[config.mk]
export PLATFORM = sky130hd
export DESIGN_NAME = carrier_oscillator_tuning_ctrl
export DESIGN_NICKNAME = d
export VERILOG_FILES = /design/src/carrier_osc_pkg.sv /design/src/carrier_oscillator_tuning_ctrl.sv
export SDC_FILE = /design/constraint.sdc
export NUM_CORES = 1
export LEC_CHECK = 0
export ABC_CLOCK_PERIOD_IN_PS = 3270
export BUFFER_PORTS_ARGS = -buffer_cell sky130_fd_sc_hd__buf_2
export CORE_ASPECT_RATIO = 1.5
export CORE_MARGIN = 5
export CORE_UTILIZATION = 58
export CTS_BUF_LIST = sky130_fd_sc_hd__clkbuf_8
export DETAILED_ROUTE_END_ITERATION = 10
export MAX_ROUTING_LAYER = met4
export PLACE_DENSITY = 0.91
export SYNTH_ARGS = -nofsm -noshare
export SYNTH_HDL_FRONTEND = slang
export SYNTH_SLANG_ARGS = --single-unit
[constraint.sdc]
create_clock -name ref_clk -period 3.27 [get_ports ref_clk]
set_input_delay 0.8175 -clock ref_clk [delete_from_list [all_inputs] [get_ports ref_clk]]
set_output_delay 0.8175 -clock ref_clk [all_outputs]
set_load 0.005 [all_outputs]
[src/carrier_osc_pkg.sv]
// Register map, field positions, reset values and states of the carrier oscillator control.
package carrier_osc_pkg;

    // ------------------------------------------------------------------
    // Register offsets
    // ------------------------------------------------------------------
    localparam logic [7:0] TUNING_WORD_BYTE0_ADDR  = 8'h30;
    localparam logic [7:0] TUNING_WORD_BYTE1_ADDR  = 8'h31;
    localparam logic [7:0] TUNING_WORD_BYTE2_ADDR  = 8'h32;
    localparam logic [7:0] TUNING_WORD_BYTE3_ADDR  = 8'h33;
    localparam logic [7:0] CARRIER_PHASE_LOW_ADDR  = 8'h34;
    localparam logic [7:0] CARRIER_PHASE_HIGH_ADDR = 8'h35;
    localparam logic [7:0] UPDATE_CONTROL_ADDR     = 8'h36;
    localparam logic [7:0] I_PATH_SKEW_LOW_ADDR    = 8'h38;
    localparam logic [7:0] I_PATH_SKEW_HIGH_ADDR   = 8'h39;

    // ------------------------------------------------------------------
    // Fields of the update control register
    // ------------------------------------------------------------------
    localparam int TUNING_UPDATE_REQ_BIT = 0;
    localparam int TUNING_UPDATE_ACK_BIT = 1;
    localparam int FRAME_RESET_REQ_BIT   = 4;
    localparam int FRAME_RESET_ACK_BIT   = 5;

    // ------------------------------------------------------------------
    // Widths and reset values
    // ------------------------------------------------------------------
    localparam int TUNING_WORD_W = 32;
    localparam int START_PHASE_W = 16;
    localparam int I_SKEW_W      = 10;
    localparam int ACC_W         = 32;

    localparam logic [31:0] TUNING_WORD_RESET = 32'h0000_0000;
    localparam logic [15:0] START_PHASE_RESET = 16'h0000;
    localparam logic [9:0]  I_SKEW_RESET      = 10'h000;
    localparam logic [7:0]  BYTE_RESET        = 8'h00;

    // Frame reset arming states.
    typedef enum logic [0:0] {
        FRAME_IDLE,
        FRAME_ARMED
    } frame_state_e;

endpackage

[src/carrier_oscillator_tuning_ctrl.sv]
// Tuning word, start phase and update control for the carrier oscillator.
`timescale 1ns/10ps

// Notes on behaviour
// - The 32-bit tuning word is built from four byte registers, low byte at the lowest address.
// - Writing the tuning word bytes only stages them; the active frequency stays unchanged.
// - A 0-to-1 write of update bit 0 loads the staged word once; holding it at 1 does nothing.
// - After the load the update acknowledge bit 1 reads as 1.
// - A 16-bit start phase, low byte first, becomes the carrier phase whenever it is reset.
// - The start phase is twos complement with 0.0055 degree steps over a full turn.
// - Setting bit 4 arms an oscillator reset on the next extended frame-sync pulse.
// - Bit 5 reads as 1 once a frame-sync pulse has actually reset the oscillator.
// - A 10-bit I-path skew is held as bits 7..0 low and bits 9..8 in bits 1..0 of the high register.
module carrier_oscillator_tuning_ctrl
(
    input  wire logic        ref_clk,
    input  wire logic        rst,
    input  wire logic [7:0]  reg_addr,
    input  wire logic        reg_wr,
    input  wire logic [7:0]  reg_wdata,
    input  wire logic        reg_rd,
    output logic      [7:0]  reg_rdata,
    input  wire logic        frame_sync,
    output logic      [31:0] carrier_tuning_word,
    output logic      [15:0] carrier_start_phase,
    output logic      [9:0]  i_path_skew,
    output logic             osc_reset_pulse,
    output logic      [31:0] carrier_phase_acc
);

    // ------------------------------------------------------------------
    // State
    // ------------------------------------------------------------------
    logic [7:0]  staged_ff [4];
    logic [7:0]  nxt_staged [4];
    logic [31:0] active_word_ff,  nxt_active_word;
    logic [15:0] start_phase_ff,  nxt_start_phase;
    logic [9:0]  i_skew_ff,       nxt_i_skew;
    logic        tuning_update_req_ff, nxt_tuning_update_req;
    logic        tuning_update_ack_ff, nxt_tuning_update_ack;
    logic        frame_reset_req_ff,   nxt_frame_reset_req;
    logic        frame_reset_ack_ff,   nxt_frame_reset_ack;
    carrier_osc_pkg::frame_state_e frame_state_ff, nxt_frame_state;
    logic [31:0] acc_ff,          nxt_acc;
    logic        osc_reset_ff,    nxt_osc_reset;
    logic [7:0]  rdata_ff,        nxt_rdata;
    logic        frame_meta_ff, frame_sync_ff, frame_prev_ff;
    logic        frame_event;
    logic        ctrl_wr;

    // ------------------------------------------------------------------
    // Frame-sync input synchroniser and edge detect
    // ------------------------------------------------------------------
    // The pin is asynchronous, so only the second stage feeds the edge detect.
    always_ff @(posedge ref_clk)
    begin
        if (rst)
        begin
            frame_meta_ff <= 1'b0;
            frame_sync_ff <= 1'b0;
            frame_prev_ff <= 1'b0;
        end
        else
        begin
            frame_meta_ff <= frame_sync;
            frame_sync_ff <= frame_meta_ff;
            frame_prev_ff <= frame_sync_ff;
        end
    end

    assign frame_event = frame_sync_ff & ~frame_prev_ff;
    assign ctrl_wr     = reg_wr && (reg_addr == carrier_osc_pkg::UPDATE_CONTROL_ADDR);

    // ------------------------------------------------------------------
    // Register writes, update handshake and frame reset
    // ------------------------------------------------------------------
    // Next values of every register except the synchroniser and read data, and of the oscillator accumulator.
    always_comb
    begin
        for (int i = 0; i < 4; i++)
        begin
            nxt_staged[i] = staged_ff[i];
        end
        nxt_active_word       = active_word_ff;
        nxt_start_phase       = start_phase_ff;
        nxt_i_skew            = i_skew_ff;
        nxt_tuning_update_req = tuning_update_req_ff;
        nxt_tuning_update_ack = tuning_update_ack_ff;
        nxt_frame_reset_req   = frame_reset_req_ff;
        nxt_frame_reset_ack   = frame_reset_ack_ff;
        nxt_frame_state       = frame_state_ff;
        nxt_osc_reset         = 1'b0;

        if (reg_wr)
        begin
            case (reg_addr)
                carrier_osc_pkg::TUNING_WORD_BYTE0_ADDR:  nxt_staged[0] = reg_wdata;
                carrier_osc_pkg::TUNING_WORD_BYTE1_ADDR:  nxt_staged[1] = reg_wdata;
                carrier_osc_pkg::TUNING_WORD_BYTE2_ADDR:  nxt_staged[2] = reg_wdata;
                carrier_osc_pkg::TUNING_WORD_BYTE3_ADDR:  nxt_staged[3] = reg_wdata;
                carrier_osc_pkg::CARRIER_PHASE_LOW_ADDR:  nxt_start_phase[7:0] = reg_wdata;
                carrier_osc_pkg::CARRIER_PHASE_HIGH_ADDR: nxt_start_phase[15:8] = reg_wdata;
                carrier_osc_pkg::I_PATH_SKEW_LOW_ADDR:    nxt_i_skew[7:0] = reg_wdata;
                carrier_osc_pkg::I_PATH_SKEW_HIGH_ADDR:   nxt_i_skew[9:8] = reg_wdata[1:0];
                default:                                  nxt_i_skew = i_skew_ff;
            endcase
        end

        // The load uses the staged bytes as they stand before this write cycle.
        if (ctrl_wr)
        begin
            nxt_tuning_update_req = reg_wdata[carrier_osc_pkg::TUNING_UPDATE_REQ_BIT];
            nxt_frame_reset_req   = reg_wdata[carrier_osc_pkg::FRAME_RESET_REQ_BIT];
            if (!tuning_update_req_ff && reg_wdata[carrier_osc_pkg::TUNING_UPDATE_REQ_BIT])
            begin
                nxt_active_word       = {staged_ff[3], staged_ff[2], staged_ff[1], staged_ff[0]};
                nxt_tuning_update_ack = 1'b1;
            end
            else if (!reg_wdata[carrier_osc_pkg::TUNING_UPDATE_REQ_BIT])
            begin
                nxt_tuning_update_ack = 1'b0;
            end
            if (!frame_reset_req_ff && reg_wdata[carrier_osc_pkg::FRAME_RESET_REQ_BIT])
            begin
                nxt_frame_state = carrier_osc_pkg::FRAME_ARMED;
            end
            else if (!reg_wdata[carrier_osc_pkg::FRAME_RESET_REQ_BIT])
            begin
                nxt_frame_reset_ack = 1'b0;
                nxt_frame_state     = carrier_osc_pkg::FRAME_IDLE;
            end
        end

        // A frame pulse while armed resets the oscillator; its ack set beats a clear.
        case (frame_state_ff)
            carrier_osc_pkg::FRAME_IDLE:
            begin
                // Frame pulses are ignored while nothing is armed.
                nxt_osc_reset = 1'b0;
            end
            carrier_osc_pkg::FRAME_ARMED:
            begin
                if (frame_event)
                begin
                    nxt_osc_reset       = 1'b1;
                    nxt_frame_reset_ack = 1'b1;
                    nxt_frame_state     = carrier_osc_pkg::FRAME_IDLE;
                end
            end
            default:
            begin
                nxt_frame_state = carrier_osc_pkg::FRAME_IDLE;
            end
        endcase

        // Reset places the start phase at the top of the accumulator; its MSB is the sign.
        if (osc_reset_ff)
        begin
            nxt_acc = {start_phase_ff, 16'h0000};
        end
        else
        begin
            nxt_acc = 32'(acc_ff + active_word_ff); // Wraps modulo a full turn.
        end
    end

    // Registers for the state above.
    always_ff @(posedge ref_clk)
    begin
        if (rst)
        begin
            for (int i = 0; i < 4; i++)
            begin
                staged_ff[i] <= carrier_osc_pkg::BYTE_RESET;
            end
            active_word_ff       <= carrier_osc_pkg::TUNING_WORD_RESET;
            start_phase_ff       <= carrier_osc_pkg::START_PHASE_RESET;
            i_skew_ff            <= carrier_osc_pkg::I_SKEW_RESET;
            tuning_update_req_ff <= 1'b0;
            tuning_update_ack_ff <= 1'b0;
            frame_reset_req_ff   <= 1'b0;
            frame_reset_ack_ff   <= 1'b0;
            frame_state_ff       <= carrier_osc_pkg::FRAME_IDLE;
            acc_ff               <= 32'h0000_0000;
            osc_reset_ff         <= 1'b0;
        end
        else
        begin
            staged_ff            <= nxt_staged;
            active_word_ff       <= nxt_active_word;
            start_phase_ff       <= nxt_start_phase;
            i_skew_ff            <= nxt_i_skew;
            tuning_update_req_ff <= nxt_tuning_update_req;
            tuning_update_ack_ff <= nxt_tuning_update_ack;
            frame_reset_req_ff   <= nxt_frame_reset_req;
            frame_reset_ack_ff   <= nxt_frame_reset_ack;
            frame_state_ff       <= nxt_frame_state;
            acc_ff               <= nxt_acc;
            osc_reset_ff         <= nxt_osc_reset;
        end
    end

    // ------------------------------------------------------------------
    // Register read-back
    // ------------------------------------------------------------------
    // Read data is registered one cycle after the strobe; unmapped offsets read zero.
    always_comb
    begin
        nxt_rdata = rdata_ff;
        if (reg_rd)
        begin
            case (reg_addr)
                carrier_osc_pkg::TUNING_WORD_BYTE0_ADDR:  nxt_rdata = staged_ff[0];
                carrier_osc_pkg::TUNING_WORD_BYTE1_ADDR:  nxt_rdata = staged_ff[1];
                carrier_osc_pkg::TUNING_WORD_BYTE2_ADDR:  nxt_rdata = staged_ff[2];
                carrier_osc_pkg::TUNING_WORD_BYTE3_ADDR:  nxt_rdata = staged_ff[3];
                carrier_osc_pkg::CARRIER_PHASE_LOW_ADDR:  nxt_rdata = start_phase_ff[7:0];
                carrier_osc_pkg::CARRIER_PHASE_HIGH_ADDR: nxt_rdata = start_phase_ff[15:8];
                carrier_osc_pkg::UPDATE_CONTROL_ADDR:
                    nxt_rdata = {2'b00, frame_reset_ack_ff, frame_reset_req_ff,
                                 2'b00, tuning_update_ack_ff, tuning_update_req_ff};
                carrier_osc_pkg::I_PATH_SKEW_LOW_ADDR:    nxt_rdata = i_skew_ff[7:0];
                carrier_osc_pkg::I_PATH_SKEW_HIGH_ADDR:   nxt_rdata = {6'h00, i_skew_ff[9:8]};
                default:                                  nxt_rdata = 8'h00;
            endcase
        end
    end

    // Read data register.
    always_ff @(posedge ref_clk)
    begin
        if (rst)
        begin
            rdata_ff <= 8'h00;
        end
        else
        begin
            rdata_ff <= nxt_rdata;
        end
    end

    // ------------------------------------------------------------------
    // Outputs
    // ------------------------------------------------------------------
    // All outputs come straight from flip-flops.
    assign reg_rdata           = rdata_ff;
    assign carrier_tuning_word = active_word_ff;
    assign carrier_start_phase = start_phase_ff;
    assign i_path_skew         = i_skew_ff;
    assign osc_reset_pulse     = osc_reset_ff;
    assign carrier_phase_acc   = acc_ff;

endmodule

==> summary.md <==
| Metric | Value |
|---|---|
| FP Rows | `48` |
| Crit. End Element | `flop` |
| Min Clock Period, post-route | `3.00 ns` |
| Total core area | `0.0115 mm²` |
| Final-report hold violation count | `0` |
| Ys Warns | `0` |
| CP required | `about 3.6 ns` |
| Maximum level of the CTS H-tree | `4` |
| Critical path arrival | `about 3.4 ns` |
| Clock Path Buffers | `2` |
| Grt ovf | `0` |
| Highest fanout seen on the critical path | `5` |
| Vert. Die Dim | `between 100 and 150 µm` |
| Final Cycle Share | `between 90% and 100%` |
| Most frequent cells after synthesis | `dfxtp_1 (139), nor2_1 (105), nand2_1 (102)` |
| Starting Density | `59.0%` |
| Num CTS Buffers | `17` |
| Crit path launch type | `flop` |
| Reg2reg end | `carrier_phase_acc[27]$_SDFF_PP0_` |
| Hold Path Class | `flop to flop` |
| Sum Neg Setup Slack | `0 ns` |
| Main combinational cell family by area after synthesis | `simple AND/OR/NAND/NOR gates` |
| PwrDens | `a little over 400 mW/mm²` |
| Via count | `6441` |
| Initial antenna violation count | `0` |
| Number of synthesized flops with an enable pin | `0` |
| Register-to-register setup slack | `~0.27 ns` |
| FMAX | `around 330 MHz` |
| Fin util | `roughly two thirds` |
| Number of unique standard cell types used by synthesis | `57` |
| Iteration-0 DRC Markers | `between 500 and 600` |
| Vias in the first global route | `between 6000 and 7000` |
| Setup WS post-layout | `roughly 0.27 ns` |
| Synthesized-area fraction occupied by adder cells | `5.99%` |
| WL/cell | `~18 µm` |
| Post-synthesis register bit count | `between 100 and 150` |
| Leading area contributor after synthesis | `dfxtp_1` |
| Clock Tree Root | `clkbuf_8` |
| Post-CTS setup buffer count | `0` |
| CTS tree | `built` |
| R2r startpoint | `carrier_tuning_word[10]$_SDFFE_PP0P_` |
| Post-synthesis sequential area ratio | `approximately two fifths` |
| Final setup fails | `0` |
| Ys async rst share | `0%` |
| Netlist Area Pre-Place | `between 0.006 and 0.007 mm²` |
| Static leakage power | `3.64 nW` |
| Mux contribution to synthesized area | `a little under an eighth` |
| MaxCap Viol Count | `0` |
| CTS hold repair buffers | `0` |
| Cts repair resizes | `0` |
| Synth top area cells | `dfxtp_1 (41%), mux2i_1 (9.7%), a21oi_1 (6.7%)` |
| CP Capture Point | `carrier_phase_acc[27]$_SDFF_PP0_` |
| DR pass1 iterations | `5` |
| Post-route ant nets | `0` |
| Xor-xnor portion of the synthesized cell area | `under 10%` |
| Net Count, Synth | `850` |
| WS Path Type | `flop to flop` |
| Antenna diodes | `0` |
| Slew headroom | `between 60 and 70%` |
| Synth Area in Compound Gates | `16.0%` |
| Post-Synth Simple-Gate Area | `19.1%` |
| Actual slew at the worst max-slew pin | `between 0.5 and 0.6 ns` |
| FF-to-FF path depth | `10` |
| Met3 wire len | `1400 µm` |
| WL final | `19600 µm` |
| Outcome | `finished clean` |
| RSZ-0062 raised after global routing | `no` |
| Via-to-Cell Ratio | `approximately 6.1` |
| Uppermost layer routed | `met4` |
| Synth Area per Inst | `8.54 µm²` |
| Most common cell in the netlist | `dfxtp_1` |
| Pin count of the biggest net entering global routing | `58` |
| IO Port Bufs | `around 120` |
| Met2 wire len | `between 9000 and 10000 µm` |
| RD Place Congestion | `0.974` |
| Cells after synthesis | `797` |
| M1 WL | `around 7400 µm` |
| P&R area growth vs syn | `16.2%` |
| Remaining DRCs | `0` |
| Total track usage | `between 20% and 30%` |
| Clk_lat worst skew | `~0.45 ns` |
| Clock sink count | `about 140` |
| Die width | `98.4 µm` |
| Final slew viol count | `0` |
| Top cell type's share of synthesized area | `between 40% and 50%` |
| Clock-pin slew on the worst setup and hold paths | `approximately 0.08 ns` |
| Detailed placer's ending HPWL | `approximately 14000 µm` |
| Dpl ws | `approximately 0.24 ns` |
| Skew final | `0.0117 ns` |
| Max VDD drop | `0.429 mV` |
| Layout cell share with drive strength beyond 1 | `19.3%` |
| First-pass GRT wire length | `between 30000 and 40000 µm` |
| Nets | `955` |
| Area of the die | `between 0.01 and 0.015 mm²` |
| Synth Flop Type | `dfxtp_1` |
| IO Pins | `120` |
| CP Launch Point | `carrier_tuning_word[10]$_SDFFE_PP0P_` |
[cells in the final DEF (no fill, tap or decap), types with 8 or more instances in the layout]
| cell | count |
|---|---|
| a21o_1 | 16 |
| inv_1 | 9 |
| o21ai_0 | 13 |
| o21ai_1 | 8 |
| buf_4 | 15 |
| dfxtp_1 | 139 |
| ha_1 | 31 |
| nor2_1 | 105 |
| nand2b_1 | 11 |
| buf_2 | 118 |
| nand3_1 | 26 |
| clkbuf_8 | 18 |
| xnor2_1 | 11 |
| a21oi_1 | 91 |
| mux2i_1 | 66 |
| nand2_1 | 102 |
| nor2b_1 | 13 |
| xor2_1 | 14 |
[power breakdown]
part	switching, mW	total (mW)	internal [mW]
Sequential	0.00155	1.69	1.69
Combinational	0.0787	0.107	0.0285
Clock	0.686	1.38	0.699
[sequential cells by signal (all words and copies together) (netlist names)]
name,count
osc_reset_pulse,1
frame_reset_ack_ff,1
frame_prev_ff,1
frame_meta_ff,1
frame_state_ff,1
staged_ff,32
frame_sync_ff,1
tuning_update_ack_ff,1
i_path_skew,10
carrier_phase_acc,32
tuning_update_req_ff,1
frame_reset_req_ff,1
carrier_start_phase,16
carrier_tuning_word,32
reg_rdata,8
[worst max-delay path, cell delays in order, from the launching register on]
cell	delay (ns)
dfxtp_1	0.34
ha_1	0.38
nand3_1	0.21
nor3b_1	0.09
a31oi_2	0.23
a41oi_2	0.22
a21o_1	0.27
a311o_1	0.39
a31oi_1	0.23
or4b_1	0.46
o221ai_1	0.08
[per-stage QoR]
stage	hold WS [ns]	area [µm²]	cells	total power, mW
detailed placement	0.437	7510	1033	1.84
CTS	0.459	7900	1064	3.19
floorplan	0.414	6800	797	1.80
global route	0.476	7900	1064	3.27
global placement	0.431	7510	1033	1.84
finish	0.456	7900	1064	3.19
[cell families after synthesis]
logic type               Yosys count
AND/OR/NAND/NOR                  293
flip-flops                       139
adder cells (fa/ha/maj)           32
multiplexers                      74
AO/OA/AOI/OAI                    178
buffers and inverters             56
XOR/XNOR                          25
[per-layer routing]
layer	up-vias	GRT usage [%]
met4	0	15.5
met2	331	47.9
met3	108	6.11
met1	2998	32.3
met5	-	-
li1	3004	-
[final cells by class]
class | count | area, µm²
Timing Repair Buffer | 133 | 703
Fill cell | 933 | 3630
Sequential cell | 139 | 2780
Clock buffer | 18 | 248
Clock inverter | 13 | 144
Inverter | 9 | 33.8
Tap cell | 150 | 188
Multi-Input combinational cell | 602 | 3800
[worst min path at each step]
stage	from	to	slack [ns]	cells after the start
after floorplan	frame_meta_ff$_SDFF_PP0_	frame_sync_ff$_SDFF_PP0_	0.41	1
after global placement	frame_meta_ff$_SDFF_PP0_	frame_sync_ff$_SDFF_PP0_	0.43	1
after detailed placement	frame_meta_ff$_SDFF_PP0_	frame_sync_ff$_SDFF_PP0_	0.44	1
after CTS	frame_meta_ff$_SDFF_PP0_	frame_sync_ff$_SDFF_PP0_	0.46	1
after global routing	frame_meta_ff$_SDFF_PP0_	frame_sync_ff$_SDFF_PP0_	0.48	1
final	frame_meta_ff$_SDFF_PP0_	frame_sync_ff$_SDFF_PP0_	0.46	1
Power figures use the tool's default switching activity.
